<file path="config.mk">
export PLATFORM = sky130hd
export DESIGN_NAME = tmc_core
export DESIGN_NICKNAME = d
export VERILOG_FILES = /design/src/tmc_pkg.sv /design/src/tmc_core.sv
export SDC_FILE = /design/constraint.sdc
export NUM_CORES = 1
export LEC_CHECK = 0
export BUFFER_PORTS_ARGS = -buffer_cell sky130_fd_sc_hd__buf_2
export CAP_MARGIN = 10
export CORE_MARGIN = 2
export CORE_UTILIZATION = 60
export CTS_CLUSTER_DIAMETER = 80
export DETAILED_ROUTE_END_ITERATION = 6
export PLACE_DENSITY = 0.84
export SKIP_CTS_REPAIR_TIMING = 1
export SYNTH_ARGS = -nofsm -noshare
export SYNTH_HDL_FRONTEND = slang
export SYNTH_SLANG_ARGS = --single-unit
</file>
<file path="constraint.sdc">
create_clock -name core_clk_i -period 2.9 [get_ports core_clk_i]
set_clock_uncertainty 0.15 [all_clocks]
set_input_delay 0.58 -clock core_clk_i [delete_from_list [all_inputs] [get_ports core_clk_i]]
set_output_delay 0.58 -clock core_clk_i [all_outputs]
set_load 0.02 [all_outputs]
</file>
<file path="src/tmc_pkg.sv">
package tmc_pkg;
  // register indices on the byte-wide port
  localparam logic [2:0] ADDR_SC   = 3'h0;
  localparam logic [2:0] ADDR_CNTH = 3'h1;
  localparam logic [2:0] ADDR_CNTL = 3'h2;
  localparam logic [2:0] ADDR_MODH = 3'h3;
  localparam logic [2:0] ADDR_MODL = 3'h4;
  // status/control field positions
  localparam int SC_FLAG_BIT = 7;
  localparam int SC_IRQE_BIT = 6;
  localparam int SC_CALN_BIT = 5;
  localparam int SC_CLKS_HI  = 4;
  localparam int SC_CLKS_LO  = 3;
  localparam int SC_PS_HI    = 2;
  // clock source codes
  localparam logic [1:0] CLKS_OFF = 2'h0;
  localparam logic [1:0] CLKS_BUS = 2'h1;
  localparam logic [1:0] CLKS_FIX = 2'h2;
  localparam logic [1:0] CLKS_EXT = 2'h3;
  // reset values and count limit
  localparam logic [15:0] CNT_RST = 16'h0000;
  localparam logic [15:0] MOD_RST = 16'h0000;
  localparam logic [15:0] CNT_MAX = 16'hFFFF;
  localparam logic [7:0]  BYTE_ZERO = 8'h00;
  // register port request
  typedef struct packed {
    logic       wr;
    logic       rd;
    logic [2:0] addr;
    logic [7:0] wdata;
  } tmc_req_t;
endpackage

</file>
<file path="src/tmc_core.sv">
`timescale 1ns/10ps
module tmc_core
  import tmc_pkg::*;
#(
  parameter int CNT_W = 16,
  parameter int PS_W  = 3
)(
  // clock and reset
  input  wire logic             core_clk_i,
  input  wire logic             srst_i,
  // register port
  input  wire tmc_req_t         req_i,
  output logic      [7:0]       rdata_o,
  // clock sources from outside the domain
  input  wire logic             fixed_system_clock_i,
  input  wire logic             ext_timer_clock_i,
  // debug freeze
  input  wire logic             bdm_active_i,
  // outputs to channels and system
  output logic                  irq_o,
  output logic                  center_aligned_pwm_o,
  output logic      [CNT_W-1:0] count_o,
  output logic                  tick_o
);
  // control and status state
  logic             overflow_flag_r;
  logic             flag_armed_r;     // read seen while flag set
  logic             overflow_irq_enable_r;
  logic             center_align_select_r;
  logic [1:0]       clock_source_select_r;
  logic [PS_W-1:0]  prescale_select_r;
  logic [CNT_W-1:0] cnt_r;
  logic [CNT_W-1:0] mod_r;
  logic             down_r;           // counting down in centre mode
  logic             mod_half_r;       // one modulo byte written
  logic             mod_hi_r;         // pending byte was the high one
  logic [CNT_W-1:0] latch_r;          // coherent read buffer
  logic             latched_r;
  logic [6:0]       pre_r;            // prescaler counter
  logic [2:0]       fix_sync_r;       // three stage synchronisers
  logic [2:0]       ext_sync_r;
  logic             fix_lvl_r;        // agreed levels
  logic             ext_lvl_r;

  // decoded accesses
  wire wr_sc   = req_i.wr && req_i.addr == ADDR_SC;
  wire wr_cnt  = req_i.wr &&
                 (req_i.addr == ADDR_CNTH || req_i.addr == ADDR_CNTL);
  wire wr_modh = req_i.wr && req_i.addr == ADDR_MODH;
  wire wr_modl = req_i.wr && req_i.addr == ADDR_MODL;
  wire rd_sc   = req_i.rd && req_i.addr == ADDR_SC;
  wire rd_cnt  = req_i.rd &&
                 (req_i.addr == ADDR_CNTH || req_i.addr == ADDR_CNTL);

  // synchronisers: stage 0 read only by stage 1
  always_ff @(posedge core_clk_i)
  begin
    if (srst_i)
    begin
      fix_sync_r <= 3'h0;
      ext_sync_r <= 3'h0;
      fix_lvl_r  <= 1'b0;
      ext_lvl_r  <= 1'b0;
    end
    else
    begin
      fix_sync_r <= {fix_sync_r[1:0], fixed_system_clock_i};
      ext_sync_r <= {ext_sync_r[1:0], ext_timer_clock_i};
      // a change counts when stages one and two agree
      if (fix_sync_r[1] == fix_sync_r[2])
        fix_lvl_r <= fix_sync_r[2];
      if (ext_sync_r[1] == ext_sync_r[2])
        ext_lvl_r <= ext_sync_r[2];
    end
  end

  // rising edges of agreed levels
  wire fix_rise = (fix_sync_r[2] == fix_sync_r[1]) && fix_sync_r[2]
                  && !fix_lvl_r;
  wire ext_rise = (ext_sync_r[2] == ext_sync_r[1]) && ext_sync_r[2]
                  && !ext_lvl_r;

  logic src_tick;
  always_comb
  begin
    case (clock_source_select_r)
      CLKS_OFF: src_tick = 1'b0;
      CLKS_BUS: src_tick = 1'b1;
      CLKS_FIX: src_tick = fix_rise;
      CLKS_EXT: src_tick = ext_rise;
      default:  src_tick = 1'b0;
    endcase
  end

  function automatic logic [6:0] ps_mask(input logic [PS_W-1:0] ps);
    ps_mask = 7'((8'h01 << ps) - 8'h01);
  endfunction

  wire run      = !bdm_active_i;
  wire pre_done = (pre_r & ps_mask(prescale_select_r)) ==
                  ps_mask(prescale_select_r);
  wire tick     = src_tick && pre_done && run;

  // prescaler counter
  always_ff @(posedge core_clk_i)
  begin
    if (srst_i || wr_sc)
      pre_r <= 7'h00;
    else if (src_tick && run)
      pre_r <= pre_done ? 7'h00 : pre_r + 7'h01;
  end

  // zero or all ones means full range
  wire             mod_off = (mod_r == MOD_RST) || (mod_r == CNT_MAX);
  wire [CNT_W-1:0] top     = mod_off ? CNT_W'(CNT_MAX) : mod_r;
  wire             at_top  = cnt_r == top;
  wire             at_zero = cnt_r == CNT_W'(CNT_RST);

  // next count and overflow event
  logic [CNT_W-1:0] cnt_nxt;
  logic             down_nxt;
  logic             ovf_evt;
  always_comb
  begin
    cnt_nxt  = cnt_r;
    down_nxt = down_r;
    ovf_evt  = 1'b0;
    if (!center_align_select_r)
    begin
      down_nxt = 1'b0;
      if (at_top)
      begin
        cnt_nxt = CNT_W'(CNT_RST);
        ovf_evt = 1'b1;
      end
      else
        cnt_nxt = cnt_r + CNT_W'(1);
    end
    else if (!down_r)
    begin
      if (at_top)
      begin
        cnt_nxt  = cnt_r - CNT_W'(1);
        down_nxt = 1'b1;
        ovf_evt  = 1'b1;
      end
      else
        cnt_nxt = cnt_r + CNT_W'(1);
    end
    else
    begin
      if (at_zero)
      begin
        cnt_nxt  = cnt_r + CNT_W'(1);
        down_nxt = 1'b0;
      end
      else
        cnt_nxt = cnt_r - CNT_W'(1);
    end
  end

  // flag held off while modulo half written
  wire ovf_set = tick && ovf_evt && !mod_half_r;

  // main counter
  always_ff @(posedge core_clk_i)
  begin
    if (srst_i || wr_cnt)
    begin
      cnt_r  <= CNT_W'(CNT_RST);
      down_r <= 1'b0;
    end
    // freeze in debug via tick; one step per tick
    else if (tick)
    begin
      cnt_r  <= cnt_nxt;
      down_r <= down_nxt;
    end
  end

  // modulo register and half-write tracker
  always_ff @(posedge core_clk_i)
  begin
    if (srst_i)
    begin
      mod_r      <= CNT_W'(MOD_RST);
      mod_half_r <= 1'b0;
      mod_hi_r   <= 1'b0;
    end
    else if (wr_modh || wr_modl)
    begin
      if (wr_modh)
        mod_r[15:8] <= req_i.wdata;
      else
        mod_r[7:0]  <= req_i.wdata;
      // only the other byte completes the pair
      if (mod_half_r && (mod_hi_r != wr_modh))
        mod_half_r <= 1'b0;
      else
      begin
        mod_half_r <= 1'b1;
        mod_hi_r   <= wr_modh;
      end
    end
  end

  // control fields
  always_ff @(posedge core_clk_i)
  begin
    if (srst_i)
    begin
      overflow_irq_enable_r <= 1'b0;
      center_align_select_r <= 1'b0;
      clock_source_select_r <= CLKS_OFF;
      prescale_select_r     <= '0;
    end
    else if (wr_sc)
    begin
      overflow_irq_enable_r <= req_i.wdata[SC_IRQE_BIT];
      center_align_select_r <= req_i.wdata[SC_CALN_BIT];
      clock_source_select_r <= req_i.wdata[SC_CLKS_HI:SC_CLKS_LO];
      prescale_select_r     <= req_i.wdata[SC_PS_HI:0];
    end
  end

  // overflow flag and clear sequence
  wire clr_ok = wr_sc && !req_i.wdata[SC_FLAG_BIT] && flag_armed_r;
  always_ff @(posedge core_clk_i)
  begin
    if (srst_i)
    begin
      overflow_flag_r <= 1'b0;
      flag_armed_r    <= 1'b0;
    end
    else if (ovf_set)
    begin
      overflow_flag_r <= 1'b1;
      flag_armed_r    <= 1'b0;
    end
    // clear after armed read; a one does nothing
    else if (clr_ok)
    begin
      overflow_flag_r <= 1'b0;
      flag_armed_r    <= 1'b0;
    end
    else if (rd_sc && overflow_flag_r)
      flag_armed_r <= 1'b1;
  end

  // coherent read latch
  always_ff @(posedge core_clk_i)
  begin
    if (srst_i || wr_cnt || wr_sc)
    begin
      latched_r <= 1'b0;
      latch_r   <= CNT_W'(CNT_RST);
    end
    else if (rd_cnt && run)
    begin
      if (!latched_r)
        latch_r <= cnt_r;
      latched_r <= !latched_r;
    end
  end

  // read data selection
  wire [CNT_W-1:0] cnt_view = latched_r ? latch_r : cnt_r;
  wire [7:0] sc_view = {overflow_flag_r, overflow_irq_enable_r,
                        center_align_select_r, clock_source_select_r,
                        prescale_select_r};
  logic [7:0] rd_mux;
  always_comb
  begin
    case (req_i.addr)
      ADDR_SC:   rd_mux = sc_view;
      ADDR_CNTH: rd_mux = cnt_view[15:8];
      ADDR_CNTL: rd_mux = cnt_view[7:0];
      ADDR_MODH: rd_mux = mod_r[15:8];
      ADDR_MODL: rd_mux = mod_r[7:0];
      default:   rd_mux = BYTE_ZERO;
    endcase
  end

  // registered outputs
  always_ff @(posedge core_clk_i)
  begin
    if (srst_i)
    begin
      rdata_o              <= BYTE_ZERO;
      irq_o                <= 1'b0;
      center_aligned_pwm_o <= 1'b0;
      count_o              <= CNT_W'(CNT_RST);
      tick_o               <= 1'b0;
    end
    else
    begin
      rdata_o              <= req_i.rd ? rd_mux : BYTE_ZERO;
      irq_o                <= overflow_flag_r && overflow_irq_enable_r;
      center_aligned_pwm_o <= center_align_select_r;
      count_o              <= cnt_r;
      tick_o               <= tick;
    end
  end

  // checks
  a_flag_on_wrap:
    assert property (@(posedge core_clk_i) disable iff (srst_i)
      tick && !center_align_select_r && at_top && !mod_half_r
      |=> overflow_flag_r && cnt_r == 16'h0000)
    else $error("flag not set at wrap");
  a_centre_turn:
    assert property (@(posedge core_clk_i) disable iff (srst_i)
      tick && center_align_select_r && !down_r && at_top && !wr_cnt
      |=> down_r && cnt_r == $past(cnt_r) - 16'h0001)
    else $error("centre turn wrong");
  a_clear_needs_read:
    assert property (@(posedge core_clk_i) disable iff (srst_i)
      $fell(overflow_flag_r) |-> $past(flag_armed_r))
    else $error("flag cleared without read");
  a_set_beats_clear:
    assert property (@(posedge core_clk_i) disable iff (srst_i)
      ovf_set |=> overflow_flag_r && !flag_armed_r)
    else $error("overflow lost");
  a_irq_follows:
    assert property (@(posedge core_clk_i) disable iff (srst_i)
      overflow_flag_r && overflow_irq_enable_r ##1 !srst_i |-> irq_o)
    else $error("irq missing");
  a_cnt_write_zero:
    assert property (@(posedge core_clk_i) disable iff (srst_i)
      wr_cnt |=> cnt_r == 16'h0000 && !latched_r)
    else $error("counter not zeroed");
  a_freeze_debug:
    assert property (@(posedge core_clk_i) disable iff (srst_i)
      bdm_active_i && !wr_cnt && !wr_sc
      |=> $stable(cnt_r) && $stable(latched_r))
    else $error("not frozen in debug");
  a_mod_suppress:
    assert property (@(posedge core_clk_i) disable iff (srst_i)
      mod_half_r && !overflow_flag_r && !req_i.wr |=> !overflow_flag_r)
    else $error("flag during half modulo");
  a_off_no_count:
    assert property (@(posedge core_clk_i) disable iff (srst_i)
      clock_source_select_r == CLKS_OFF && !wr_cnt |=> $stable(cnt_r))
    else $error("counted while disabled");
endmodule // tmc_core

</file>
---- Yosys cells after proc, flatten, opt, wreduce, memory -nomap -nowiden ----
Index checks and enable logic that the tools add are counted.
word-level totals
  register bits ........................... 103
  output and inout bits ................... 27
  input port bits ......................... 18
  word-level logic and storage cells ...... 110
cells by class
  reduce and logical (&&, ||, !) cells .... 43
  bitwise operators ....................... 4
  eq/ne operators ......................... 15
  add/sub/neg operators ................... 4
  shifts and indexed selects .............. 1
  muxes and demuxes ....................... 19
operator list
  operator                                            number
  two-way mux 16 bit                                  7
  one-hot mux 8 bit (5 select lines)                  1
  logical NOT 16 bit                                  2
  logical AND 1 bit                                   21
  adder 16 x 1 -> 16 bit, second input constant       1
  == test 16 bit                                      1
  == test 16 bit, second input constant               1
  subtractor 16 x 1 -> 16 bit, second input constant  1
  two-way mux 1 bit                                   9
  adder 7 x 1 -> 7 bit, second input constant         1
  AND 7 bit                                           1
  == test 7 bit                                       1
  two-way mux 7 bit                                   1
  << shifter 1 x 3 -> 7 bit, first input constant     1
  subtractor 7 x 1 -> 7 bit, second input constant    1
  == test 3 x 2 -> 1 bit, second input constant       2
  logical NOT 1 bit                                   6
  logical OR 1 bit                                    6
  AND reduction 2 bit                                 3
  == test 1 bit                                       4
  == test 2 bit, second input constant                2
  one-hot mux 1 bit (4 select lines)                  1
  == test 3 x 1 -> 1 bit, second input constant       1
  == test 3 bit, second input constant                1
  other kinds (8)                                     10

---- Logic depth before layout (Yosys ltp) ----
Gate-level depths: netlist of run 1.
  depth in word-level cells ............... 10
  gate-level depth with buffers ........... 13

---- Least setup slack after synthesis of run 1 ----
No wires, ideal clock.
  path kind ............................... reg-to-reg
  start point ............................. register mod_r[5]
  end point ............................... register cnt_r[15]
  buffers on the path ..................... 4
  path slack .............................. 234 ps
  clock period less this slack ............ 2666 ps
  data arrival time ....................... 2386 ps
  data required time ...................... 2620 ps
  stages on the path, launching flop included .. 14
  setup time .............................. 130 ps
  cell sequence ........................... dfxtp_1 -> nor4_1 -> and4_4 -> buf_6 -> or2_0 -> buf_2 -> o221ai_1 -> and4_1 -> nand2_2 -> buf_6 -> o21ai_4 -> buf_4 -> a222oi_1 -> a21oi_1
on the way
  longest elaborated chain between the ends .. 7
  elaborated cells between the ends (all ways) .. 9
  classes of those cells .................. eq/ne: 2; mux: 5; reduce/logical: 2
ends and longest elaborated chain
  element                                               RTL line         source
  start: declaration                                    tmc_core.sv:33   logic [CNT_W-1:0] mod_r;
  start signal: assignment                              tmc_core.sv:186  mod_r <= CNT_W'(MOD_RST);
  start signal: assignment                              tmc_core.sv:195  mod_r[7:0] <= req_i.wdata;
  == test 16 bit or logical NOT 16 bit (tied branches)  tmc_core.sv:114  wire mod_off = (mod_r == MOD_RST) || (mod_r == CNT_MAX);
  logical OR 1 bit                                      tmc_core.sv:114
  two-way mux 16 bit *                                  tmc_core.sv:115  wire [CNT_W-1:0] top = mod_off ? CNT_W'(CNT_MAX) : mod_r;
  == test 16 bit *                                      tmc_core.sv:116  wire at_top = cnt_r == top;
  two-way mux 16 bit                                    tmc_core.sv:141  if (at_top)
  two-way mux 16 bit                                    tmc_core.sv:139  else if (!down_r)
  two-way mux 16 bit *                                  tmc_core.sv:128  if (!center_align_select_r)
  end signal: assignment                                tmc_core.sv:170  cnt_r <= CNT_W'(CNT_RST);
  end signal: assignment                                tmc_core.sv:176  cnt_r <= cnt_nxt;
  end: declaration                                      tmc_core.sv:32   logic [CNT_W-1:0] cnt_r;
Mark *: on every way between the ends. The rest lies on a longest branch, timed or not.
A chain may end at the register's enable or synchronous reset.

---- Final worst setup path of run 1 ----
  start point ............................. register cnt_r[6]
  end point ............................... register cnt_r[15]
on the way
  longest elaborated chain between the ends .. 4
  elaborated cells between the ends (all ways) .. 9
  classes of those cells .................. add/sub: 2; eq/ne: 1; mux: 5; reduce/logical: 1
ends and longest elaborated chain
  element                                               RTL line
  adder 16 x 1 -> 16 bit, or another cell as far along  tmc_core.sv:137, tmc_core.sv:148, tmc_core.sv:154
  two-way mux 16 bit (on tied branches)                 tmc_core.sv:141, tmc_core.sv:152
  two-way mux 16 bit                                    tmc_core.sv:139
  two-way mux 16 bit *                                  tmc_core.sv:128
Marked as above.

==> results summary, run 1 <==
The final routed wire length divided by cell count is 18.4 um. For this run, the slowest stage of the critical path takes 610 ps. The repair_antennas step left the layout with diodes totalling 0. The headroom to the max-slew limit is 26.4%. The largest individual stage delay along the critical path comes from the cell sky130_fd_sc_hd__or4_4. After layout, the worst path uses 98.4% of the clock period. Summing every instance area after synthesis gives 0.00536 mm^2. The horizontal die dimension came out at 98.5 um. In this run the worst path has a maximum fanout of 7.

The launch instance of the worst min-delay path is fixed_system_clock_i. Dividing total power by cell area gives a power density of 419 mW/mm^2. The flip-flop cell with the highest count after synthesis is sky130_fd_sc_hd__dfxtp_1. The met3 routing resource usage after global routing came out at 5.60%. The area fraction of the dominant cell type after synthesis came out at 38.5%.

The count of flip-flops with a built-in enable after synthesis came out at 0. The flow ran to the end, but the final reports show violations. The number of max-capacitance violations reported is 0. The number of nets in the final layout came out at 793. A synthesized cell averages 7.81 um^2. The signal on the critical path passes through or4_4 -> nor4_4 -> and2b_2 -> a41oi_2 -> buf_4 -> nand2_1 -> o21ai_2 -> buf_4 -> a222oi_1 -> a21oi_1.

Grouping stages by cell kind, the critical path spends the most delay in simple AND/OR/NAND/NOR gates. The overall overflow remaining after global route came out at 0. For this run, the detailed router's first-pass iteration total came to 7. The number of warning messages in the yosys log came out at 0. The overall die area is 0.00971 mm^2. Clock tree synthesis selected as its root buffer the cell sky130_fd_sc_hd__clkbuf_8. The TritonCTS clock tree is done. Counting cells, the worst reg-to-reg path comes to 10. The total clock buffers created by CTS came out at 9. The number of sinks on the clock net is 103.

Global routing used 46.6% of the available met1 tracks. The number of buffers and inverters on the critical path came out at 2. The half-perimeter wire length of the detailed placement result is 12000 um.

The data arrival time of the critical path came out at 2980 ps. In this run the tool buffered the top-level ports with 44 buffer cells. The launching element type of the critical path is a flop. In the routed design, unresolved DRC markers number 2. The top-level port count is 45. The post-route netlist has 22.5% of its cells at a drive strength greater than 1. In the post-synthesis netlist, the cell with the most instances is sky130_fd_sc_hd__nand2_1.

The number of nets produced by synthesis is 710. The met2 demand-to-capacity share in global routing is 54.6%. The final setup violation count is 0. The area of the core region came out at 0.00868 mm^2. The startpoint identified for the worst register-to-register timing path is cnt_r[6]. met2 is the most crowded layer. The layout overhead on the synthesized area came out at 19.3%. The first-iteration detailed-routing DRC count is 511. The class of the most critical hold timing path is input pin to flop. The final reports fail on design-rule violations. The leakage dissipation is 2.47 nW. The clock period could shrink to 2850 ps.

The clock passes through at most 2 buffers. The worst hold path was traced through 2 stages. The setup TNS came out at 0 ps.

STA classifies the critical path endpoint as a flop. Setup repair after global routing could not meet its margin everywhere. Entering global routing, the biggest net connects 31 pins. After technology mapping, the gate count stands at 686.

The count of nets left with antenna violations once routing finished came out at 0. The commonest cells after synthesis are sky130_fd_sc_hd__nand2_1 (117), sky130_fd_sc_hd__dfxtp_1 (103), sky130_fd_sc_hd__nor2_1 (72), sky130_fd_sc_hd__a21oi_1 (67), sky130_fd_sc_hd__clkbuf_1 (39). IR analysis of the VDD net gives a maximum drop of 0.360 mV. By area the synthesized netlist is led by sky130_fd_sc_hd__dfxtp_1 (38%), sky130_fd_sc_hd__nand2_1 (8.2%), sky130_fd_sc_hd__a21oi_1 (6.3%), sky130_fd_sc_hd__nor2_1 (5.0%), sky130_fd_sc_hd__mux2i_1 (3.7%). For the pin with the worst max-slew slack, the measured transition is 1100 ps. The global placer's final weighted congestion came out at 1.03. For the worst setup path, the data required time is 3020 ps. The hold path endpoint is fix_sync_r[0]. Final hold analysis gives a worst-case slack of 253 ps. The total wirelength of the detailed-routed design came out at 16200 um.

The post-synthesis async set-or-reset flop share is 0%. The logic depth of the worst path, buffers included is 10. The register-to-register path setup slack is 50 ps. The critical path start-end classification is flop to flop. The endpoint identified for the worst register-to-register timing path is cnt_r[15].

The worst-skew pair later-pin latency came out at 380 ps. The top achievable clock speed is 350 MHz. The cell that appears most often on the critical path is sky130_fd_sc_hd__buf_4. The first global-routing pass estimated 26100 um of wire.

Counting the fill cells in the layout gives 664. The number of pins exceeding their max-slew limit in the final report came out at 0. The largest total area in the synthesized netlist belongs to sky130_fd_sc_hd__dfxtp_1.

The hold violation total from the final report came to 0. The starting density of the core came out at 61.8%. The via count of the first global-routing pass is 5047. Summing the sequential cell areas from Yosys gives 38.5% of the chip area.

The die boundary height came out at 98.5 um. The initial antenna violation count is 0. Clock-pin slew was measured on the worst setup and hold paths at 130 ps. The number of different library cells used by synthesis comes to 64. Using the TritonRoute via totals, the vias-per-cell ratio works out to 6.17.

After floorplanning, the core was divided into 34 placement rows. The maximum level of the CTS H-tree came out at 3. In this run, synthesis produced a sequential element count of 103. The total via count in the routed design came out at 5440. The global-route usage over all layers came out at 33.8%.
## layer usage
metal / part of all wire (%) / wire, um
met5: 0 / 0
met3: 8.5 / 1380
met1: 42 / 6840
met2: 47 / 7580
met4: 2.6 / 420
## worst max path at each step
stage | start | slack [ps] | endpoint
CTS | mod_r[9] | -210 | cnt_r[4]
global placement | mod_r[9] | -60 | cnt_r[4]
detailed placement | mod_r[9] | -180 | cnt_r[11]
global route | cnt_r[6] | -20 | cnt_r[15]
finish | cnt_r[6] | 50 | cnt_r[15]
floorplan | mod_r[5] | 230 | cnt_r[15]
## sequential cells by signal, indices dropped and copies added, names as in the netlist, 2 cells and up
signal                 count
mod_r                     16
cnt_r                     16
fix_sync_r                 3
rdata_o                    8
clock_source_select_r      2
latch_r                   16
prescale_select_r          3
count_o                   16
ext_sync_r                 3
pre_r                      7
## final cells by class
| cell class | instances | area (um^2) | share of cell area (%) |
|---|---|---|---|
| clock inverters | 7 | 91.3 | 1.43 |
| inverters | 10 | 37.5 | 0.587 |
| clock buffers | 9 | 124 | 1.94 |
| multi-input cells | 524 | 3120 | 48.7 |
| well taps | 108 | 135 | 2.11 |
| flip-flops and latches | 103 | 2080 | 32.5 |
| repair buffers | 121 | 811 | 12.7 |
## worst register-to-register path: stages, from the launching register on
cell                       delay (ps)
sky130_fd_sc_hd__dfxtp_1          390
sky130_fd_sc_hd__or4_4            610
sky130_fd_sc_hd__nor4_4           160
sky130_fd_sc_hd__and2b_2          220
sky130_fd_sc_hd__a41oi_2          160
sky130_fd_sc_hd__buf_4            170
sky130_fd_sc_hd__nand2_1          150
sky130_fd_sc_hd__o21ai_2          170
sky130_fd_sc_hd__buf_4            170
sky130_fd_sc_hd__a222oi_1         270
sky130_fd_sc_hd__a21oi_1          110
## cells in the final DEF, fill, tap and decap left out, drive strengths merged, types with 9 or more instances in the layout
| cell | instances |
|---|---|
| a21oi | 68 |
| o21ai | 18 |
| a211oi | 17 |
| xnor2 | 13 |
| a221oi | 9 |
| nor2b | 23 |
| mux2i | 20 |
| xor2 | 13 |
| nand3 | 22 |
| nand4 | 10 |
| or3 | 10 |
| dfxtp | 103 |
| buf | 121 |
| nor3 | 16 |
| nand2 | 118 |
| nor2 | 72 |
| nand2b | 11 |
| clkbuf | 9 |
| nor4 | 9 |
| inv | 14 |
| o211ai | 9 |
## power by group
part           switching [mW]  total (mW)  internal, mW
Clock                   0.598       0.954         0.356
Combinational           0.165       0.269         0.105
Sequential             0.0201        1.45          1.43
Total                   0.783        2.68          1.89
## cells by family after synthesis
| family | count (synthesis) | share of synthesized area (%) |
|---|---|---|
| and+or+nand+nor | 317 | 28.5 |
| xor gates and xnor gates | 26 | 4.25 |
| adders and majority gates | 6 | 1.40 |
| buffers and inverters | 60 | 4.76 |
| muxes | 21 | 3.94 |
| AOI/OAI and AO/OA | 153 | 18.7 |
| DFF | 103 | 38.5 |
## metrics by stage
stage | setup WS, ps | area (um^2) | power, mW | cells | util (%)
after floorplan | 234 | 5360 | 1.66 | 686 | -
after global placement | -63.1 | 6040 | 1.73 | 859 | 69.6
after detailed placement | -177 | 6040 | 1.74 | 859 | 69.6
after CTS | -212 | 6260 | 2.67 | 875 | 72.1
after global routing | -15.6 | 6390 | 2.76 | 882 | 73.7
final | 46.4 | 6390 | 2.68 | 882 | 73.7
No activity file was read; power rests on OpenSTA's default activity.
==> run 2: changes to the inputs <==
CTS_BUF_LIST = sky130_fd_sc_hd__clkbuf_16   (was not set)
==> results summary, run 2 (synthesis gave the netlist of run 1 again) <==
The peak per-stage delay on the critical path is 610 ps (about the same). The global placer's final weighted congestion is 1.03 (unchanged). The register-to-register path setup slack is 100 ps (+50 ps). The number of nets in the final layout is 793 (unchanged).

The post-detailed-route DRC marker count was 0 (-2). The headroom to the max-slew limit came out at 28.4% (+2.0 points). The final instance area came out at 0.00649 mm^2 (+1.5%). The number of routed nets with antenna violations is 0 (unchanged). The overall die area was 0.00971 mm^2 (unchanged).

The run finished with clean final reports. The clock edge transition at the registers on the reported setup and hold paths came out at 80 ps (-50 ps). The capturing element type of the critical path is a flop.

The overall power after layout was 2.98 mW (+11%). The die boundary height is 98.5 um (unchanged). The number of pins exceeding their max-slew limit in the final report came to 0 (unchanged). The logic depth of the worst path, buffers included is 10 (unchanged). The measured slew at the worst slew-check pin came to 1070 ps (-29.9 ps).

The hold violation total from the final report is 0 (unchanged). The maximum level of the CTS H-tree is 3 (unchanged). The slowest library cell on the worst path is sky130_fd_sc_hd__or4_4.

The power density relative to cell area is 460 mW/mm^2 (+9.8%). The global-route usage over all layers came out at 33.8% (about the same). The count of input and output buffers came out at 44 (unchanged). The worst reg-to-reg path cell count came to 10 (unchanged).

The number of standard-cell rows in the floorplan is 34 (unchanged). The layout cell share with drive strength beyond 1 is 22.4% (-0.13 points). The pin count of the biggest net entering global routing is 31 (unchanged). The total wirelength of the detailed-routed design is 16200 um (about the same). Traced cell by cell, the critical path runs through or4_4 -> nor4_4 -> and2b_2 -> a41oi_1 -> buf_4 -> nand2_2 -> o21ai_4 -> buf_4 -> a222oi_1 -> a21oi_1. The area growth from synthesis to layout is 21.1%. The antenna diode count came out at 0 (unchanged). The hold path endpoint is fix_sync_r[0]. The number of stages on the worst hold path was 2 (unchanged).

The tree is rooted in a sky130_fd_sc_hd__clkbuf_16. The maximum root-to-sink buffer count is 2 (unchanged). The horizontal die dimension is 98.5 um (unchanged). The maximum fanout encountered on the critical timing path is 7 (unchanged). Setup repair after global routing could not meet its margin everywhere. The number of max-capacitance violations reported came out at 0 (unchanged).

The data arrival time of the critical path is 2880 ps (-100 ps). The final routed wire length divided by cell count is 18.4 um (about the same). The worst endpoint required time is 2980 ps (-40 ps). In this run the critical register-to-register path is captured at cnt_r[15]. The total via count in the routed design is 5410 (-0.55%). The area of the core region is 0.00868 mm^2 (unchanged). The leakage dissipation was 2.52 nW (+1.9%). The path class of the tightest hold or removal check is input pin to flop. The worst-skew pair later-pin latency is 350 ps (-30 ps). The overall overflow remaining after global route is 0 (unchanged).

The final clock period utilization by the worst path came to 96.7% (-1.7 points). The worst slack at placement is -177 ps (unchanged). The startpoint identified for the worst register-to-register timing path is cnt_r[6]. The launch instance of the worst min-delay path is fixed_system_clock_i. The top achievable clock speed is 357 MHz (+1.8%). Leaving out fill and tap cells, the most frequent cell in the layout is sky130_fd_sc_hd__nand2_1. The kind of cell with the highest combined delay along the critical path is simple AND/OR/NAND/NOR gates. The initial antenna violation count came out at 0 (unchanged). The final setup violation count came out at 0 (unchanged). The number of sinks on the clock net was 103 (unchanged). The TritonCTS clock tree is done.

The final worst slack is 95.9 ps (+49.4 ps). The first-iteration detailed-routing DRC count came out at 504 (-1.4%). The post-detailed-route via-to-cell ratio was 6.13 (-0.55%). The total clock buffers created by CTS is 9 (unchanged). Leaving out fill and tap cells, the most frequent cells in the layout are sky130_fd_sc_hd__nand2_1 (116), sky130_fd_sc_hd__dfxtp_1 (90), sky130_fd_sc_hd__buf_4 (76). The starting density of the core is 61.8% (unchanged).

The minimum period implied by the final worst setup slack is 2800 ps (-49.4 ps). The first-pass GRT wire length was 26100 um (about the same). The top-level port count is 45 (unchanged). The worst-case vdd ir drop came to 0.402 mV (+12%). The number of buffers and inverters on the critical path came to 2 (unchanged). The critical path start-end classification is flop to flop. The number of detailed-routing iterations run before antenna repair came out at 5 (-2). The half-perimeter wire length of the detailed placement result is 12000 um (unchanged). The placed cell area came out at 0.00604 mm^2 (unchanged).

The most numerous cell type found on the critical path is sky130_fd_sc_hd__buf_4. STA classifies the critical path startpoint as a flop. The via count of the first global-routing pass is 5073 (+0.52%).
==> run 2: report_power, final <==
part | internal [mW] | switching (mW) | leakage, nW
logic | 0.105 | 0.164 | 1.53
clock network | 0.627 | 0.635 | 0.154
registers | 1.43 | 0.0204 | 0.839
==> run 2: per-layer routing <==
metal | GRT usage, % | vias to the layer above | routed length (um)
met4 | 10.3 | 0 | 428
met2 | 55.5 | 268 | 7620
met3 | 4.89 | 37 | 1310
li1 | - | 2590 | -
met1 | 46.5 | 2515 | 6890
met5 | 0 | - | 0
==> run 2: layout make-up <==
type                            count  area (um^2)
Clock inverter                      7         91.3
Tap cell                          108          135
Inverter                           10         37.5
Sequential cell                   103         2080
Clock buffer                        9          225
Fill cell                         664         2190
Multi-Input combinational cell    524         3110
Timing Repair Buffer              121          811
==> run 2: how the worst max path moves through the flow <==
stage               startpoint   endpoint  slack [ps]
floorplan             mod_r[5]  cnt_r[15]         230
global placement      mod_r[9]   cnt_r[4]         -60
detailed placement    mod_r[9]  cnt_r[11]        -180
CTS                   mod_r[9]   cnt_r[4]        -220
global route          cnt_r[6]   cnt_r[9]          -5
finish                cnt_r[6]  cnt_r[15]         100
==> run 2: worst register-to-register path, stage by stage, from the launching register on <==
cell and delay (ps):
sky130_fd_sc_hd__dfxtp_1 370, sky130_fd_sc_hd__or4_4 610, sky130_fd_sc_hd__nor4_4 170, sky130_fd_sc_hd__and2b_2 210, sky130_fd_sc_hd__a41oi_1 190, sky130_fd_sc_hd__buf_4 200, sky130_fd_sc_hd__nand2_2 130, sky130_fd_sc_hd__o21ai_4 120
sky130_fd_sc_hd__buf_4 160, sky130_fd_sc_hd__a222oi_1 270, sky130_fd_sc_hd__a21oi_1 110
==> run 2: metrics by stage <==
| step | utilization [%] | setup TNS [ps] | std cells | hold slack (ps) |
|---|---|---|---|---|
| CTS | 73.3 | -1560 | 875 | 287 |
| global route | 74.8 | -5.26 | 882 | 288 |
| floorplan | - | 0 | 686 | 264 |
| detailed placement | 69.6 | -1220 | 859 | 286 |
| global placement | 69.6 | -222 | 859 | 277 |
| finish | 74.8 | 0 | 882 | 291 |
